<file path="src/pkg/ucf_pkg.sv">
// Constants, field layouts and state types for the serial port control block.
// Assumes an 8-bit register port with a 3-bit byte address and a 100 MHz mclk.
// What this block does
// - Multiprocessor enable meaning follows mode; mode 0 ignores.
// - Mode 1, enable set: flag only on high stop.
// - Modes 2/3, enable clear: ninth bit ignored.
// - Modes 2/3, enable set: ninth=1 and address match.
// - Receive enable on starts receiver, off stops it.
// - Modes 2/3 send software ninth bit; else unused.
// - Modes 2/3 capture received ninth bit each frame.
// - Mode 1, enable clear: store stop bit; mode 0 not.
// - Accepted byte sets receive flag and status; interrupt only if unmasked.
package ucf_pkg;

   // Clock and bit timing
   localparam int CLK_PERIOD_NS = 10;
   localparam int MODE0_BIT_NS  = 120;
   localparam int MODE2_BIT_NS  = 640;
   localparam int MODE0_BIT_CYC = (MODE0_BIT_NS + CLK_PERIOD_NS - 1) / CLK_PERIOD_NS;
   localparam int MODE2_BIT_CYC = (MODE2_BIT_NS + CLK_PERIOD_NS - 1) / CLK_PERIOD_NS;
   localparam int TIM_W         = 13;

   // Register byte addresses
   localparam logic [2:0] ADDR_CTRL  = 3'h0;
   localparam logic [2:0] ADDR_DATA  = 3'h1;
   localparam logic [2:0] ADDR_BAUD  = 3'h2;
   localparam logic [2:0] ADDR_OWN   = 3'h3;
   localparam logic [2:0] ADDR_BCAST = 3'h4;
   localparam logic [2:0] ADDR_ISTAT = 3'h5;
   localparam logic [2:0] ADDR_IMASK = 3'h6;

   // Operating modes in the mode field
   localparam logic [1:0] MODE_SYNC = 2'h0;
   localparam logic [1:0] MODE_8VAR = 2'h1;
   localparam logic [1:0] MODE_9FIX = 2'h2;
   localparam logic [1:0] MODE_9VAR = 2'h3;

   // Interrupt status and mask bit positions
   localparam int IRQ_RX = 0;
   localparam int IRQ_TX = 1;

   // Frame lengths in bit times, stop bit included
   localparam logic [3:0] FRAME8_BITS = 4'ha;
   localparam logic [3:0] FRAME9_BITS = 4'hb;

   // Reset values
   localparam logic [7:0] CTRL_RST  = 8'h00;
   localparam logic [7:0] BAUD_RST  = 8'h00;
   localparam logic [7:0] OWN_RST   = 8'h00;
   localparam logic [7:0] BCAST_RST = 8'hff;
   localparam logic [1:0] IMASK_RST = 2'h0;

   typedef enum logic [2:0] {RX_IDLE, RX_START, RX_DATA, RX_NINTH, RX_STOP} ucf_rx_state_t;
   typedef enum logic [1:0] {TX_IDLE, TX_ASYNC, TX_SYNC} ucf_tx_state_t;

   // Register port request
   typedef struct packed {
      logic [2:0] addr;
      logic [7:0] wdata;
      logic       wr;
      logic       rd;
   } ucf_bus_req_t;

   // Serial port control register, bit 7 first
   typedef struct packed {
      logic [1:0] modeSelect;   // mode_select_hi, mode_select_lo
      logic       multiprocEnable;
      logic       receiverEnable;
      logic       txNinthBit;
      logic       rxNinthBit;
      logic       txDoneFlag;
      logic       rxDoneFlag;
   } ucf_ctrl_t;

   // Whole state of the block
   typedef struct packed {
      ucf_ctrl_t          ctrl;
      logic [7:0]         rxBuf;
      logic [7:0]         baud;
      logic [7:0]         ownAddr;
      logic [7:0]         bcastAddr;
      logic [1:0]         intStat;
      logic [1:0]         intMask;
      logic [7:0]         rdData;
      logic               rxSync1;
      logic               rxSync2;
      logic               rxPrev;
      ucf_rx_state_t      rxState;
      logic [TIM_W-1:0]   rxTimer;
      logic [2:0]         rxCnt;
      logic [7:0]         rxShift;
      logic               rxNinth;
      ucf_tx_state_t      txState;
      logic [TIM_W-1:0]   txTimer;
      logic [3:0]         txCnt;
      logic [10:0]        txShift;
      logic               txPhase;
      logic               m0Rx;
      logic               txd;
      logic               shiftClk;
   } ucf_state_t;

endpackage

</file>
<file path="src/core/ucf_serial_ctrl.sv">
// Serial port zero: control register, flags, receiver and transmitter.
// Assumes a single-cycle register port on mclk and an asynchronous rxd line.
//
// Local design decisions: the register addresses and the strobed register port.
`timescale 1ns/1ps
`default_nettype none
module ucf_serial_ctrl #(
   parameter int unsigned MODE0_BIT_CYC = ucf_pkg::MODE0_BIT_CYC,
   parameter int unsigned MODE2_BIT_CYC = ucf_pkg::MODE2_BIT_CYC
) (
   input  wire logic                 mclk,
   input  wire logic                 rst,
   input  wire ucf_pkg::ucf_bus_req_t busReq,
   output logic [7:0]                rdData,
   input  wire logic                 rxd,
   output logic                      txd,
   output logic                      shiftClk,
   output logic                      irq
);

   // Refuse bit times the half-bit sampling cannot serve
   if (MODE0_BIT_CYC < 2 || MODE2_BIT_CYC < 2 || MODE0_BIT_CYC > 4096 || MODE2_BIT_CYC > 4096) begin : g_chk
      $error("ucf_serial_ctrl: bit time parameters out of range");
   end

   ucf_pkg::ucf_state_t s;
   ucf_pkg::ucf_state_t n;

   logic                      rxSet;
   logic                      txSet;
   logic                      rxIn;
   logic                      txStart;
   logic                      accept;
   logic                      addrHit;
   logic [ucf_pkg::TIM_W-1:0] bitLen;
   logic [ucf_pkg::TIM_W-1:0] halfSync;
   logic [3:0]                frameBits;
   logic [10:0]               nextShift;

   // Bit period for the mode in effect; mode 1 and 3 scale with the rate register
   always_comb begin
      bitLen = {1'b0, s.baud, 4'h0} + 13'h0010;
      if (s.ctrl.modeSelect == ucf_pkg::MODE_9FIX) begin
         bitLen = ucf_pkg::TIM_W'(MODE2_BIT_CYC);
      end
      halfSync = ucf_pkg::TIM_W'(MODE0_BIT_CYC / 2);
      frameBits = s.ctrl.modeSelect[1] ? ucf_pkg::FRAME9_BITS : ucf_pkg::FRAME8_BITS;
   end

   always_comb begin
      n = s;
      rxSet = 1'b0;
      txSet = 1'b0;
      accept = 1'b0;
      addrHit = 1'b0;
      nextShift = {1'b1, s.txShift[10:1]};
      rxIn = s.rxSync2;
      txStart = busReq.wr && busReq.addr == ucf_pkg::ADDR_DATA && s.txState == ucf_pkg::TX_IDLE;

      // Two-flop synchroniser plus edge history for rxd
      n.rxSync1 = rxd;
      n.rxSync2 = s.rxSync1;
      n.rxPrev = s.rxSync2;

      // Register writes; hardware effects below override them
      if (busReq.wr) begin
         case (busReq.addr)
            ucf_pkg::ADDR_CTRL:  n.ctrl = busReq.wdata;   // Mode kept as written
            ucf_pkg::ADDR_BAUD:  n.baud = busReq.wdata;
            ucf_pkg::ADDR_OWN:   n.ownAddr = busReq.wdata;
            ucf_pkg::ADDR_BCAST: n.bcastAddr = busReq.wdata;
            ucf_pkg::ADDR_ISTAT: n.intStat = s.intStat & ~busReq.wdata[1:0];
            ucf_pkg::ADDR_IMASK: n.intMask = busReq.wdata[1:0];
            default: ;
         endcase
      end

      // Read data stands only in the cycle after the strobe
      n.rdData = 8'h00;
      if (busReq.rd) begin
         case (busReq.addr)
            ucf_pkg::ADDR_CTRL:  n.rdData = s.ctrl;   // Returns the mode in effect
            ucf_pkg::ADDR_DATA:  n.rdData = s.rxBuf;
            ucf_pkg::ADDR_BAUD:  n.rdData = s.baud;
            ucf_pkg::ADDR_OWN:   n.rdData = s.ownAddr;
            ucf_pkg::ADDR_BCAST: n.rdData = s.bcastAddr;
            ucf_pkg::ADDR_ISTAT: n.rdData = {6'h00, s.intStat};
            ucf_pkg::ADDR_IMASK: n.rdData = {6'h00, s.intMask};
            default:             n.rdData = 8'h00;
         endcase
      end

      // Asynchronous receiver, modes 1 to 3, mid-bit sampling
      case (s.rxState)
         // Line idle; a falling edge opens a frame
         ucf_pkg::RX_IDLE: begin
            if (s.rxPrev && !s.rxSync2) begin
               n.rxState = ucf_pkg::RX_START;
               n.rxTimer = bitLen >> 1;
            end
         end

         // Half a bit on, the start bit is looked at again
         ucf_pkg::RX_START: begin
            if (s.rxTimer == '0) begin
               // A glitch shorter than half a bit is dropped
               n.rxState = rxIn ? ucf_pkg::RX_IDLE : ucf_pkg::RX_DATA;
               n.rxTimer = bitLen - 13'h0001;
               n.rxCnt = 3'h0;
            end else begin
               n.rxTimer = s.rxTimer - 13'h0001;
            end
         end

         // Eight data bits, least significant first
         ucf_pkg::RX_DATA: begin
            if (s.rxTimer == '0) begin
               n.rxShift = {rxIn, s.rxShift[7:1]};
               n.rxTimer = bitLen - 13'h0001;
               n.rxCnt = s.rxCnt + 3'h1;
               if (s.rxCnt == 3'h7) begin
                  n.rxState = s.ctrl.modeSelect[1] ? ucf_pkg::RX_NINTH : ucf_pkg::RX_STOP;
               end
            end else begin
               n.rxTimer = s.rxTimer - 13'h0001;
            end
         end

         // Nine-bit modes only: keep the extra bit
         ucf_pkg::RX_NINTH: begin
            if (s.rxTimer == '0) begin
               n.rxNinth = rxIn;
               n.rxTimer = bitLen - 13'h0001;
               n.rxState = ucf_pkg::RX_STOP;
            end else begin
               n.rxTimer = s.rxTimer - 13'h0001;
            end
         end

         // Mid stop bit: acceptance and the ninth-bit field
         ucf_pkg::RX_STOP: begin
            if (s.rxTimer == '0) begin
               n.rxState = ucf_pkg::RX_IDLE;
               // Own and broadcast addresses both count as a hit
               addrHit = s.rxShift == s.ownAddr || s.rxShift == s.bcastAddr;
               if (s.ctrl.modeSelect[1]) begin
                  n.ctrl.rxNinthBit = s.rxNinth;
                  accept = !s.ctrl.multiprocEnable
                        || (s.rxNinth && addrHit);
               end else begin
                  if (!s.ctrl.multiprocEnable) begin
                     n.ctrl.rxNinthBit = rxIn;
                  end
                  accept = !s.ctrl.multiprocEnable || rxIn;
               end
               // Only an accepted byte overwrites the buffer
               if (accept) begin
                  n.rxBuf = s.rxShift;
                  rxSet = 1'b1;
               end
            end else begin
               n.rxTimer = s.rxTimer - 13'h0001;
            end
         end

         // Unused codes recover to idle
         default: n.rxState = ucf_pkg::RX_IDLE;
      endcase
      // Receiver held off when disabled or in shift mode
      if (!s.ctrl.receiverEnable || s.ctrl.modeSelect == ucf_pkg::MODE_SYNC) begin
         n.rxState = ucf_pkg::RX_IDLE;
      end

      // Transmitter, also the clock engine for shift-mode reception
      case (s.txState)
         // Idle: a data write or shift-mode reception starts work
         ucf_pkg::TX_IDLE: begin
            n.txd = 1'b1;
            n.shiftClk = 1'b1;
            if (txStart && s.ctrl.modeSelect == ucf_pkg::MODE_SYNC) begin
               n.txState = ucf_pkg::TX_SYNC;
               n.txShift = {3'h7, busReq.wdata};
               n.txd = busReq.wdata[0];
               n.shiftClk = 1'b0;
               n.txTimer = halfSync - 13'h0001;
               n.txCnt = 4'h0;
               n.txPhase = 1'b0;
               n.m0Rx = 1'b0;
            end else if (txStart) begin
               // Ninth bit only exists in nine-bit frames; mode 1 sees a stop there
               n.txShift = {1'b1, s.ctrl.modeSelect[1] ? s.ctrl.txNinthBit : 1'b1,
                            busReq.wdata, 1'b0};
               n.txState = ucf_pkg::TX_ASYNC;
               n.txd = 1'b0;
               n.txTimer = bitLen - 13'h0001;
               n.txCnt = 4'h0;
            end else if (s.ctrl.modeSelect == ucf_pkg::MODE_SYNC && s.ctrl.receiverEnable
                         && !s.ctrl.rxDoneFlag) begin
               n.txState = ucf_pkg::TX_SYNC;
               n.shiftClk = 1'b0;
               n.txTimer = halfSync - 13'h0001;
               n.txCnt = 4'h0;
               n.txPhase = 1'b0;
               n.m0Rx = 1'b1;
            end
         end

         // Asynchronous frame, one shift per bit period
         ucf_pkg::TX_ASYNC: begin
            if (s.txTimer == '0) begin
               n.txTimer = bitLen - 13'h0001;
               n.txCnt = s.txCnt + 4'h1;
               n.txShift = nextShift;
               n.txd = nextShift[0];
               if (s.txCnt + 4'h1 == frameBits - 4'h1) begin
                  txSet = 1'b1;
               end
               if (s.txCnt == frameBits - 4'h1) begin
                  n.txState = ucf_pkg::TX_IDLE;
                  n.txd = 1'b1;
               end
            end else begin
               n.txTimer = s.txTimer - 13'h0001;
            end
         end

         // Shift mode: low half then high half of each bit
         ucf_pkg::TX_SYNC: begin
            if (s.txTimer == '0) begin
               n.txTimer = halfSync - 13'h0001;
               n.txPhase = !s.txPhase;
               if (!s.txPhase) begin
                  // Rising shift clock: peer data is sampled here
                  n.shiftClk = 1'b1;
                  if (s.m0Rx) begin
                     n.txShift = {s.txShift[10:8], rxIn, s.txShift[7:1]};
                  end
               end else begin
                  n.shiftClk = 1'b0;
                  n.txCnt = s.txCnt + 4'h1;
                  if (!s.m0Rx) begin
                     n.txShift = nextShift;
                     n.txd = nextShift[0];
                  end
                  if (s.txCnt == 4'h7) begin
                     n.txState = ucf_pkg::TX_IDLE;
                     n.shiftClk = 1'b1;
                     n.txd = 1'b1;
                     if (s.m0Rx) begin
                        n.rxBuf = s.txShift[7:0];
                        rxSet = 1'b1;          // No ninth-bit update in shift mode
                     end else begin
                        txSet = 1'b1;          // After the eighth bit
                     end
                  end
               end
            end else begin
               n.txTimer = s.txTimer - 13'h0001;
            end
            // Dropping receive enable ends a shift-mode reception at once
            if (s.m0Rx && !s.ctrl.receiverEnable) begin
               n.txState = ucf_pkg::TX_IDLE;
               n.shiftClk = 1'b1;
            end
         end

         // Unused codes recover to idle
         default: n.txState = ucf_pkg::TX_IDLE;
      endcase

      // Flags: hardware set wins over a software clear in the same cycle
      if (rxSet) begin
         n.ctrl.rxDoneFlag = 1'b1;
         n.intStat[ucf_pkg::IRQ_RX] = 1'b1;
      end
      if (txSet) begin
         n.ctrl.txDoneFlag = 1'b1;
         n.intStat[ucf_pkg::IRQ_TX] = 1'b1;
      end
   end

   // Single state register; reset values all constant
   always_ff @(posedge mclk or posedge rst) begin
      if (rst) begin
         s <= '0;
         s.ctrl <= ucf_pkg::CTRL_RST;
         s.baud <= ucf_pkg::BAUD_RST;
         s.ownAddr <= ucf_pkg::OWN_RST;
         s.bcastAddr <= ucf_pkg::BCAST_RST;
         s.intMask <= ucf_pkg::IMASK_RST;
         // Line history starts at mark level, so no false edge after reset
         s.rxSync1 <= 1'b1;
         s.rxSync2 <= 1'b1;
         s.rxPrev <= 1'b1;
         s.txd <= 1'b1;
         s.shiftClk <= 1'b1;
      end else begin
         s <= n;
      end
   end

   // Outputs straight from the state register except irq, gated by the mask
   assign rdData = s.rdData;
   assign txd = s.txd;
   assign shiftClk = s.shiftClk;
   assign irq = |(s.intStat & s.intMask);   // Level, follows unmasked sticky bits

endmodule
`default_nettype wire

</file>
<file path="config.mk">
export PLATFORM = sky130hd
export DESIGN_NAME = ucf_serial_ctrl
export DESIGN_NICKNAME = d
export VERILOG_FILES = /design/src/pkg/ucf_pkg.sv /design/src/core/ucf_serial_ctrl.sv
export SDC_FILE = /design/constraint.sdc
export NUM_CORES = 1
export LEC_CHECK = 0
export BUFFER_PORTS_ARGS = -buffer_cell sky130_fd_sc_hd__buf_2
export CAP_MARGIN = 20
export CORE_AREA = 5 5 141 143
export DETAILED_ROUTE_END_ITERATION = 16
export DIE_AREA = 0 0 146 148
export SKIP_CTS_REPAIR_TIMING = 1
export SLEW_MARGIN = 20
export SYNTH_ARGS = -nofsm -noshare
export SYNTH_HDL_FRONTEND = slang
export SYNTH_SLANG_ARGS = --single-unit
</file>
<file path="constraint.sdc">
create_clock -name mclk -period 7.08 [get_ports mclk]
set_clock_uncertainty 0.2 [all_clocks]
set_input_delay 0.354 -clock mclk [delete_from_list [all_inputs] [get_ports mclk]]
set_output_delay 0.354 -clock mclk [all_outputs]
set_load 0.02 [all_outputs]
</file>
Yosys cells after proc, flatten, opt, wreduce, memory -nomap -nowiden:

Index checks and enable logic that the tools add are counted.

* $add $sub $neg: 7
* equal/unequal tests: 45
* mux-type cells: 95
* bitwise logic cells: 3
* reductions and logical operators: 59

Operators with widths (number)
* 28-bit case mux with 3 select lines: 1
* 8-bit 2-to-1 mux: 10
* 13-bit 2-to-1 mux: 5
* 8-bit case mux with 7 select lines: 1
* 11-bit 2-to-1 mux: 4
* 13-bit case mux with 3 select lines: 1
* 13-bit by 1-bit subtractor with 13-bit output (second input constant): 3
* 19-bit 2-to-1 mux: 2
* 1-bit 2-to-1 mux: 36
* 3-bit inequality test (second input constant): 12
* 34-bit 2-to-1 mux: 1
* 16-bit 2-to-1 mux: 2
* 3-bit 2-to-1 mux: 9
* 13-bit zero test: 2
* 2-bit 2-to-1 mux: 13
* 2-bit AND reduction: 13
* 6-bit AND reduction: 4
* 2-bit inequality test (second input constant): 9
* 2-bit nonzero test: 9
* 8-bit equality test: 2
* 3-bit equality test (second input constant): 5
* 15-bit 2-to-1 mux: 1
* 3-bit case mux with 5 select lines: 1
* 12-bit by 5-bit adder with 13-bit output (second input constant): 1
* other kinds (31): 62

* register bits after elaboration: 117

Logic depth before layout (Yosys ltp):

* word-level depth: 17
* mapped depth: 10
* mapped depth without buffers: 8

Least setup slack after synthesis:

Ideal clock, no wire load.

* kind: flip-flop to flip-flop
* start point: register s[46] in the netlist's numbering
* end point: register s[101] in the netlist's numbering
* arrival time: 2.468 ns
* setup slack: 4.332 ns
* cell stages (with the launch flop): 10
* path buffers: 2
* clock period less this slack: 2.748 ns
* cells stage by stage: dfrtp_1 > inv_1 > ha_1 > or4b_4 > or4_4 > buf_6 > nor3_4 > a32oi_4 > buf_6 > o211ai_2

RTL lines
* from (decl): line ucf_serial_ctrl.sv:26 `ucf_pkg::ucf_state_t s;`
* from (signal assigned): line ucf_serial_ctrl.sv:298 `s <= n;`

Final worst setup path:

* start point: register s[32] in the netlist's numbering
* end point: register s[29] in the netlist's numbering

* cells in the longest elaborated chain, start to end: 5
* elaborated cells between the ends (all ways): 11

Ends and longest elaborated chain
* 2-bit zero test: line ucf_serial_ctrl.sv:58, ucf_serial_ctrl.sv:175
* 1-bit logical AND: line ucf_serial_ctrl.sv:58 `txStart = busReq.wr && busReq.addr == ucf_pkg::ADDR_DATA && s.txState == ucf_pkg::TX_IDLE;`
* 19-bit 2-to-1 mux / 1-bit logical AND (equally long branches): line ucf_serial_ctrl.sv:189, ucf_serial_ctrl.sv:180
* 34-bit 2-to-1 mux / 4-bit by 2-bit inequality test with 1-bit output (equally long branches)
* 28-bit case mux with 3 select lines / 2-bit AND reduction (equally long branches)

Several ways; a longest one is shown, not always the timed one.
A chain may end at the register's enable or synchronous reset.

==> impl_results.html <==
<table>
<tr><th>Metric</th><th>Value</th></tr>
<tr><th colspan="2">Synth</th></tr>
<tr><td>Synth warnings</td><td>0</td></tr>
<tr><td>Mean instance size in the synthesized netlist</td><td>9.49 sq um</td></tr>
<tr><td>Dominant combinational cell family by area after synthesis</td><td>compound AO/OA/AOI/OAI gates</td></tr>
<tr><td>Synth Area in Adders</td><td>0.0221</td></tr>
<tr><td>Simple logic cell fraction of the synthesized area</td><td>0.190</td></tr>
<tr><td>Post-synthesis share of cell area spent on xor and xnor gates</td><td>0.0363</td></tr>
<tr><td>Post-synth cell types</td><td>81</td></tr>
<tr><td>Fraction of the yosys area taken by sequential cells</td><td>0.407</td></tr>
<tr><td>Share of flip-flops with an asynchronous set or reset</td><td>1.00</td></tr>
<tr><td>Cell area after technology mapping</td><td>0.00724 sq mm</td></tr>
<tr><td>Post-synth EDFFs</td><td>0</td></tr>
<tr><td>Cell type with the highest aggregate area in the netlist</td><td>dfrtp_1</td></tr>
<tr><td>Primary flip-flop cell chosen by synthesis mapping</td><td>dfrtp_1</td></tr>
<tr><td>Share of the synthesized area in the top cell type</td><td>0.360</td></tr>
<tr><td>Area fraction in compound gates after synthesis</td><td>0.195</td></tr>
<tr><td>Flip-flop and latch count after synthesis</td><td>117</td></tr>
<tr><td>Cell types occupying the most area after synthesis</td><td>dfrtp_1, mux2_2, dfstp_2, o21ai_0, nand2_1</td></tr>
<tr><td>Cell count after synthesis</td><td>763</td></tr>
<tr><td>Nets in the synthesized netlist</td><td>791</td></tr>
<tr><td>Post-synthesis mux area share</td><td>0.109</td></tr>
<tr><th colspan="2">Pwr</th></tr>
<tr><td>Overall power</td><td>2960 uW</td></tr>
<tr><td>Peak ir drop on the vdd network</td><td>0.219 mV</td></tr>
<tr><td>Static leakage power</td><td>0.00344 uW</td></tr>
<tr><td>Power Dens Cells</td><td>365 mW/mm^2</td></tr>
<tr><th colspan="2">Place</th></tr>
<tr><td>Input/output buffers</td><td>26</td></tr>
<tr><td>Detail Placement HPWL</td><td>13200 um</td></tr>
<tr><td>Placer Congestion</td><td>0.855</td></tr>
<tr><th colspan="2">Timing</th></tr>
<tr><td>Period Utilization, post-route</td><td>0.470</td></tr>
<tr><td>Setup Viol. Count Final</td><td>0</td></tr>
<tr><td>Slew margin rel.</td><td>0.374</td></tr>
<tr><td>RSZ-0062 raised after global routing</td><td>no</td></tr>
<tr><td>Number of pins with negative max-slew slack in the final report</td><td>0</td></tr>
<tr><td>Period minus WS final</td><td>3.33 ns</td></tr>
<tr><td>Worst hold slack after final layout</td><td>0.0650 ns</td></tr>
<tr><td>Final hold violation count</td><td>0</td></tr>
<tr><td>Measured slew at the worst slew-check pin</td><td>0.940 ns</td></tr>
<tr><td>Sum Neg Setup Slack</td><td>0 ns</td></tr>
<tr><td>Maximum operating frequency</td><td>300 MHz</td></tr>
<tr><th colspan="2">Cells and area</th></tr>
<tr><td>Area of the multi-input gates</td><td>0.00400 sq mm</td></tr>
<tr><td>Top library cells by usage in the layout, fill and taps aside</td><td>dfrtp_1, nand2_1, o21ai_0, mux2_2, nor2_1</td></tr>
<tr><td>Final antenna diode count</td><td>0</td></tr>
<tr><td>Utilization of the core after routing</td><td>0.439</td></tr>
<tr><td>Filler Cells Inserted</td><td>1750</td></tr>
<tr><td>Most frequent standard cell in the layout excluding fill and tap cells</td><td>dfrtp_1</td></tr>
<tr><td>Storage cell area</td><td>0.00294 sq mm</td></tr>
<tr><td>Layout cell share with drive strength beyond 1</td><td>0.194</td></tr>
<tr><td>Final #Nets</td><td>793</td></tr>
<tr><td>Area added between synthesis and finish</td><td>11.8%</td></tr>
<tr><th colspan="2">Route</th></tr>
<tr><td>Residual DRC count</td><td>0</td></tr>
<tr><td>Sum of routed wire length over all layers</td><td>18800 um</td></tr>
<tr><td>DRC marker count from the first detailed-route iteration</td><td>581</td></tr>
<tr><td>DR WL/cell</td><td>18.6 um</td></tr>
<tr><td>First drt pass iteration count</td><td>5</td></tr>
<tr><td>Post-route ant nets</td><td>0</td></tr>
<tr><td>Via total after detailed routing</td><td>5940</td></tr>
<tr><td>Routed vias/inst</td><td>5.87</td></tr>
<tr><th colspan="2">Floorplan</th></tr>
<tr><td>Row cnt</td><td>50</td></tr>
<tr><td>Vertical die dimension</td><td>148 um</td></tr>
<tr><td>Overall die width</td><td>146 um</td></tr>
<tr><td>Number of top-level pins</td><td>27</td></tr>
<tr><td>Core area</td><td>0.0185 sq mm</td></tr>
<tr><td>Starting utilization of the core area</td><td>0.392</td></tr>
<tr><td>Die area</td><td>0.0216 sq mm</td></tr>
<tr><th colspan="2">Setup path</th></tr>
<tr><td>Arrival time worst endpoint</td><td>3.45 ns</td></tr>
<tr><td>Highest cell delay on the worst timing path</td><td>0.79 ns</td></tr>
<tr><td>End of the worst register-to-register path</td><td>s[29]$_DFFE_PP0P_</td></tr>
<tr><td>R2R depth</td><td>6</td></tr>
<tr><td>Type of the worst setup path</td><td>flip-flop to flip-flop</td></tr>
<tr><td>R2r startpoint</td><td>s[32]$_DFFE_PP0P_</td></tr>
<tr><td>Worst setup SP type</td><td>flip-flop</td></tr>
<tr><td>Cells along the critical path</td><td>inv_1, ha_1, nor2b_1, o21ai_1, o41a_1, o31ai_1</td></tr>
<tr><td>Category of the worst setup path capture point</td><td>flip-flop</td></tr>
<tr><td>Data required time of the critical path</td><td>7.20 ns</td></tr>
<tr><td>Timing startpoint of the critical path</td><td>s[32]$_DFFE_PP0P_</td></tr>
<tr><td>Critical-path maximum fanout</td><td>26</td></tr>
<tr><td>Setup crit end</td><td>s[29]$_DFFE_PP0P_</td></tr>
<tr><td>Cell with the largest stage delay on the worst path</td><td>ha_1</td></tr>
<tr><td>Minimum setup slack among reg-to-reg paths</td><td>3.75 ns</td></tr>
<tr><th colspan="2">Global route</th></tr>
<tr><td>Initial antenna violation count</td><td>0</td></tr>
<tr><td>Residual overflow from global routing</td><td>0</td></tr>
<tr><td>Global router's overall resource usage</td><td>0.184</td></tr>
<tr><td>Vias in the first global route</td><td>5737</td></tr>
<tr><td>First-pass GRT wire length</td><td>31800 um</td></tr>
<tr><td>Maximum number of pins on one net before global-route repair</td><td>74</td></tr>
<tr><th colspan="2">Clock network</th></tr>
<tr><td>Insertion delay to the later sink of the worst-skew pair</td><td>0.43 ns</td></tr>
<tr><td>Clock root cell</td><td>clkbuf_16</td></tr>
<tr><td>CTS tree</td><td>yes</td></tr>
<tr><td>CTS Buffer Depth</td><td>2</td></tr>
<tr><td>Total CTS buffers</td><td>17</td></tr>
<tr><td>H-tree depth</td><td>4</td></tr>
<tr><td>Clock-pin slew reported for the worst setup and hold paths after clock tree synthesis</td><td>0.06 ns</td></tr>
<tr><td>Number of clock sinks seen by CTS</td><td>117</td></tr>
<tr><th colspan="2">Run status</th></tr>
<tr><td>Result of the run</td><td>complete, no violations</td></tr>
<tr><th colspan="2">Job</th></tr>
<tr><td>Number of max-cap violations</td><td>0</td></tr>
<tr><th colspan="2">Worst hold path</th></tr>
<tr><td>Worst hold-check path type</td><td>input pin to flip-flop</td></tr>
<tr><td>Worst Hold Launch</td><td>busReq[9]</td></tr>
</table>
[metrics by stage]
| stage | setup slack [ns] | std cells | area, sq um |
|---|---|---|---|
| 6_report | 3.75 | 1012 | 8090 |
| 3_5_place_dp | 3.59 | 977 | 7450 |
| 3_3_place_gp | 3.70 | 977 | 7450 |
| 2_1_floorplan | 3.45 | 763 | 7240 |
| 4_1_cts | 3.58 | 1009 | 8060 |
| 5_1_grt | 3.48 | 1012 | 8090 |
[logic make-up (layout without fill, tap and decap cells)]
logic type               after synthesis  in the layout
AO/OA/AOI/OAI                        202            202
XOR/XNOR                              30             30
adder cells (fa/ha/maj)               13             13
buffers and inverters                 66             81
flip-flops                           117            117
multiplexers                          71             71
AND/OR/NAND/NOR                      264            264
[power by group]
part	total (uW)	internal, uW	switching, uW
Combinational	1040	419	625
Clock	902	535	367
Sequential	1010	830	180
[cell type report]
cell class	instances	share of cell area
clock buffers	17	0.0526
clock inverters	15	0.0223
inverters	17	0.00819
multi-input cells	580	0.495
flip-flops and latches	117	0.364
well taps	234	0.0362
repair buffers	32	0.0226
[metal layers]
| layer | vias to the layer above | share of wire | track usage |
|---|---|---|---|
| li1 | 2834 | - | - |
| met1 | 2928 | 0.49 | 0.269 |
| met2 | 151 | 0.44 | 0.270 |
| met3 | 27 | 0.046 | 0.0448 |
| met4 | 0 | 0.018 | 0.0522 |
| met5 | - | 0 | 0 |
[state kept, by name (all words and copies together) (netlist names)]
signal / count
nextShift: 10
n: 1
txd: 1
rxIn: 1
rdData: 8
s: 95
shiftClk: 1
[synthesized netlist by cell type (6+ instances only)]
master      n
xnor2_1    21
or3_1      10
o31ai_1     6
o21ai_0    59
nand3_1    31
mux2_2     51
a31oi_1     7
a21oi_1    26
nand2b_1   10
ha_1       12
xor2_1      9
a22oi_1     8
a21o_1      6
dfrtp_1   104
o211ai_1    8
nand3b_1    8
buf_4       8
o211ai_2    8
mux2i_1    18
nand4_1     8
clkbuf_1   33
nand2_1    75
dfstp_2    13
inv_1      17
nor2b_1     9
o22ai_1     9
nor3_1     23
a22o_1     14
nor2_1     48
[how the worst min path moves through the flow]
| stage | slack (ns) | to | cells after the start |
|---|---|---|---|
| 2_1_floorplan | 0.15 | rxIn$_DFF_PP1_ | 0 |
| 3_3_place_gp | 0.15 | rxIn$_DFF_PP1_ | 0 |
| 3_5_place_dp | 0.15 | rxIn$_DFF_PP1_ | 0 |
| 4_1_cts | -0.22 | rdData[5]$_DFF_PP0_ | 2 |
| 5_1_grt | 0.07 | s[116]$_DFFE_PP0P_ | 3 |
| 6_report | 0.07 | s[116]$_DFFE_PP0P_ | 3 |
[critical path: cells and delay by family, from the launching register on]
family                     cells  cell delay [ns]
AOI/OAI and AO/OA              3             0.97
adders and majority gates      1             0.79
and+or+nand+nor                1             0.79
DFF                            1             0.39
buffers and inverters          1             0.07
Power figures use the tool's default switching activity.
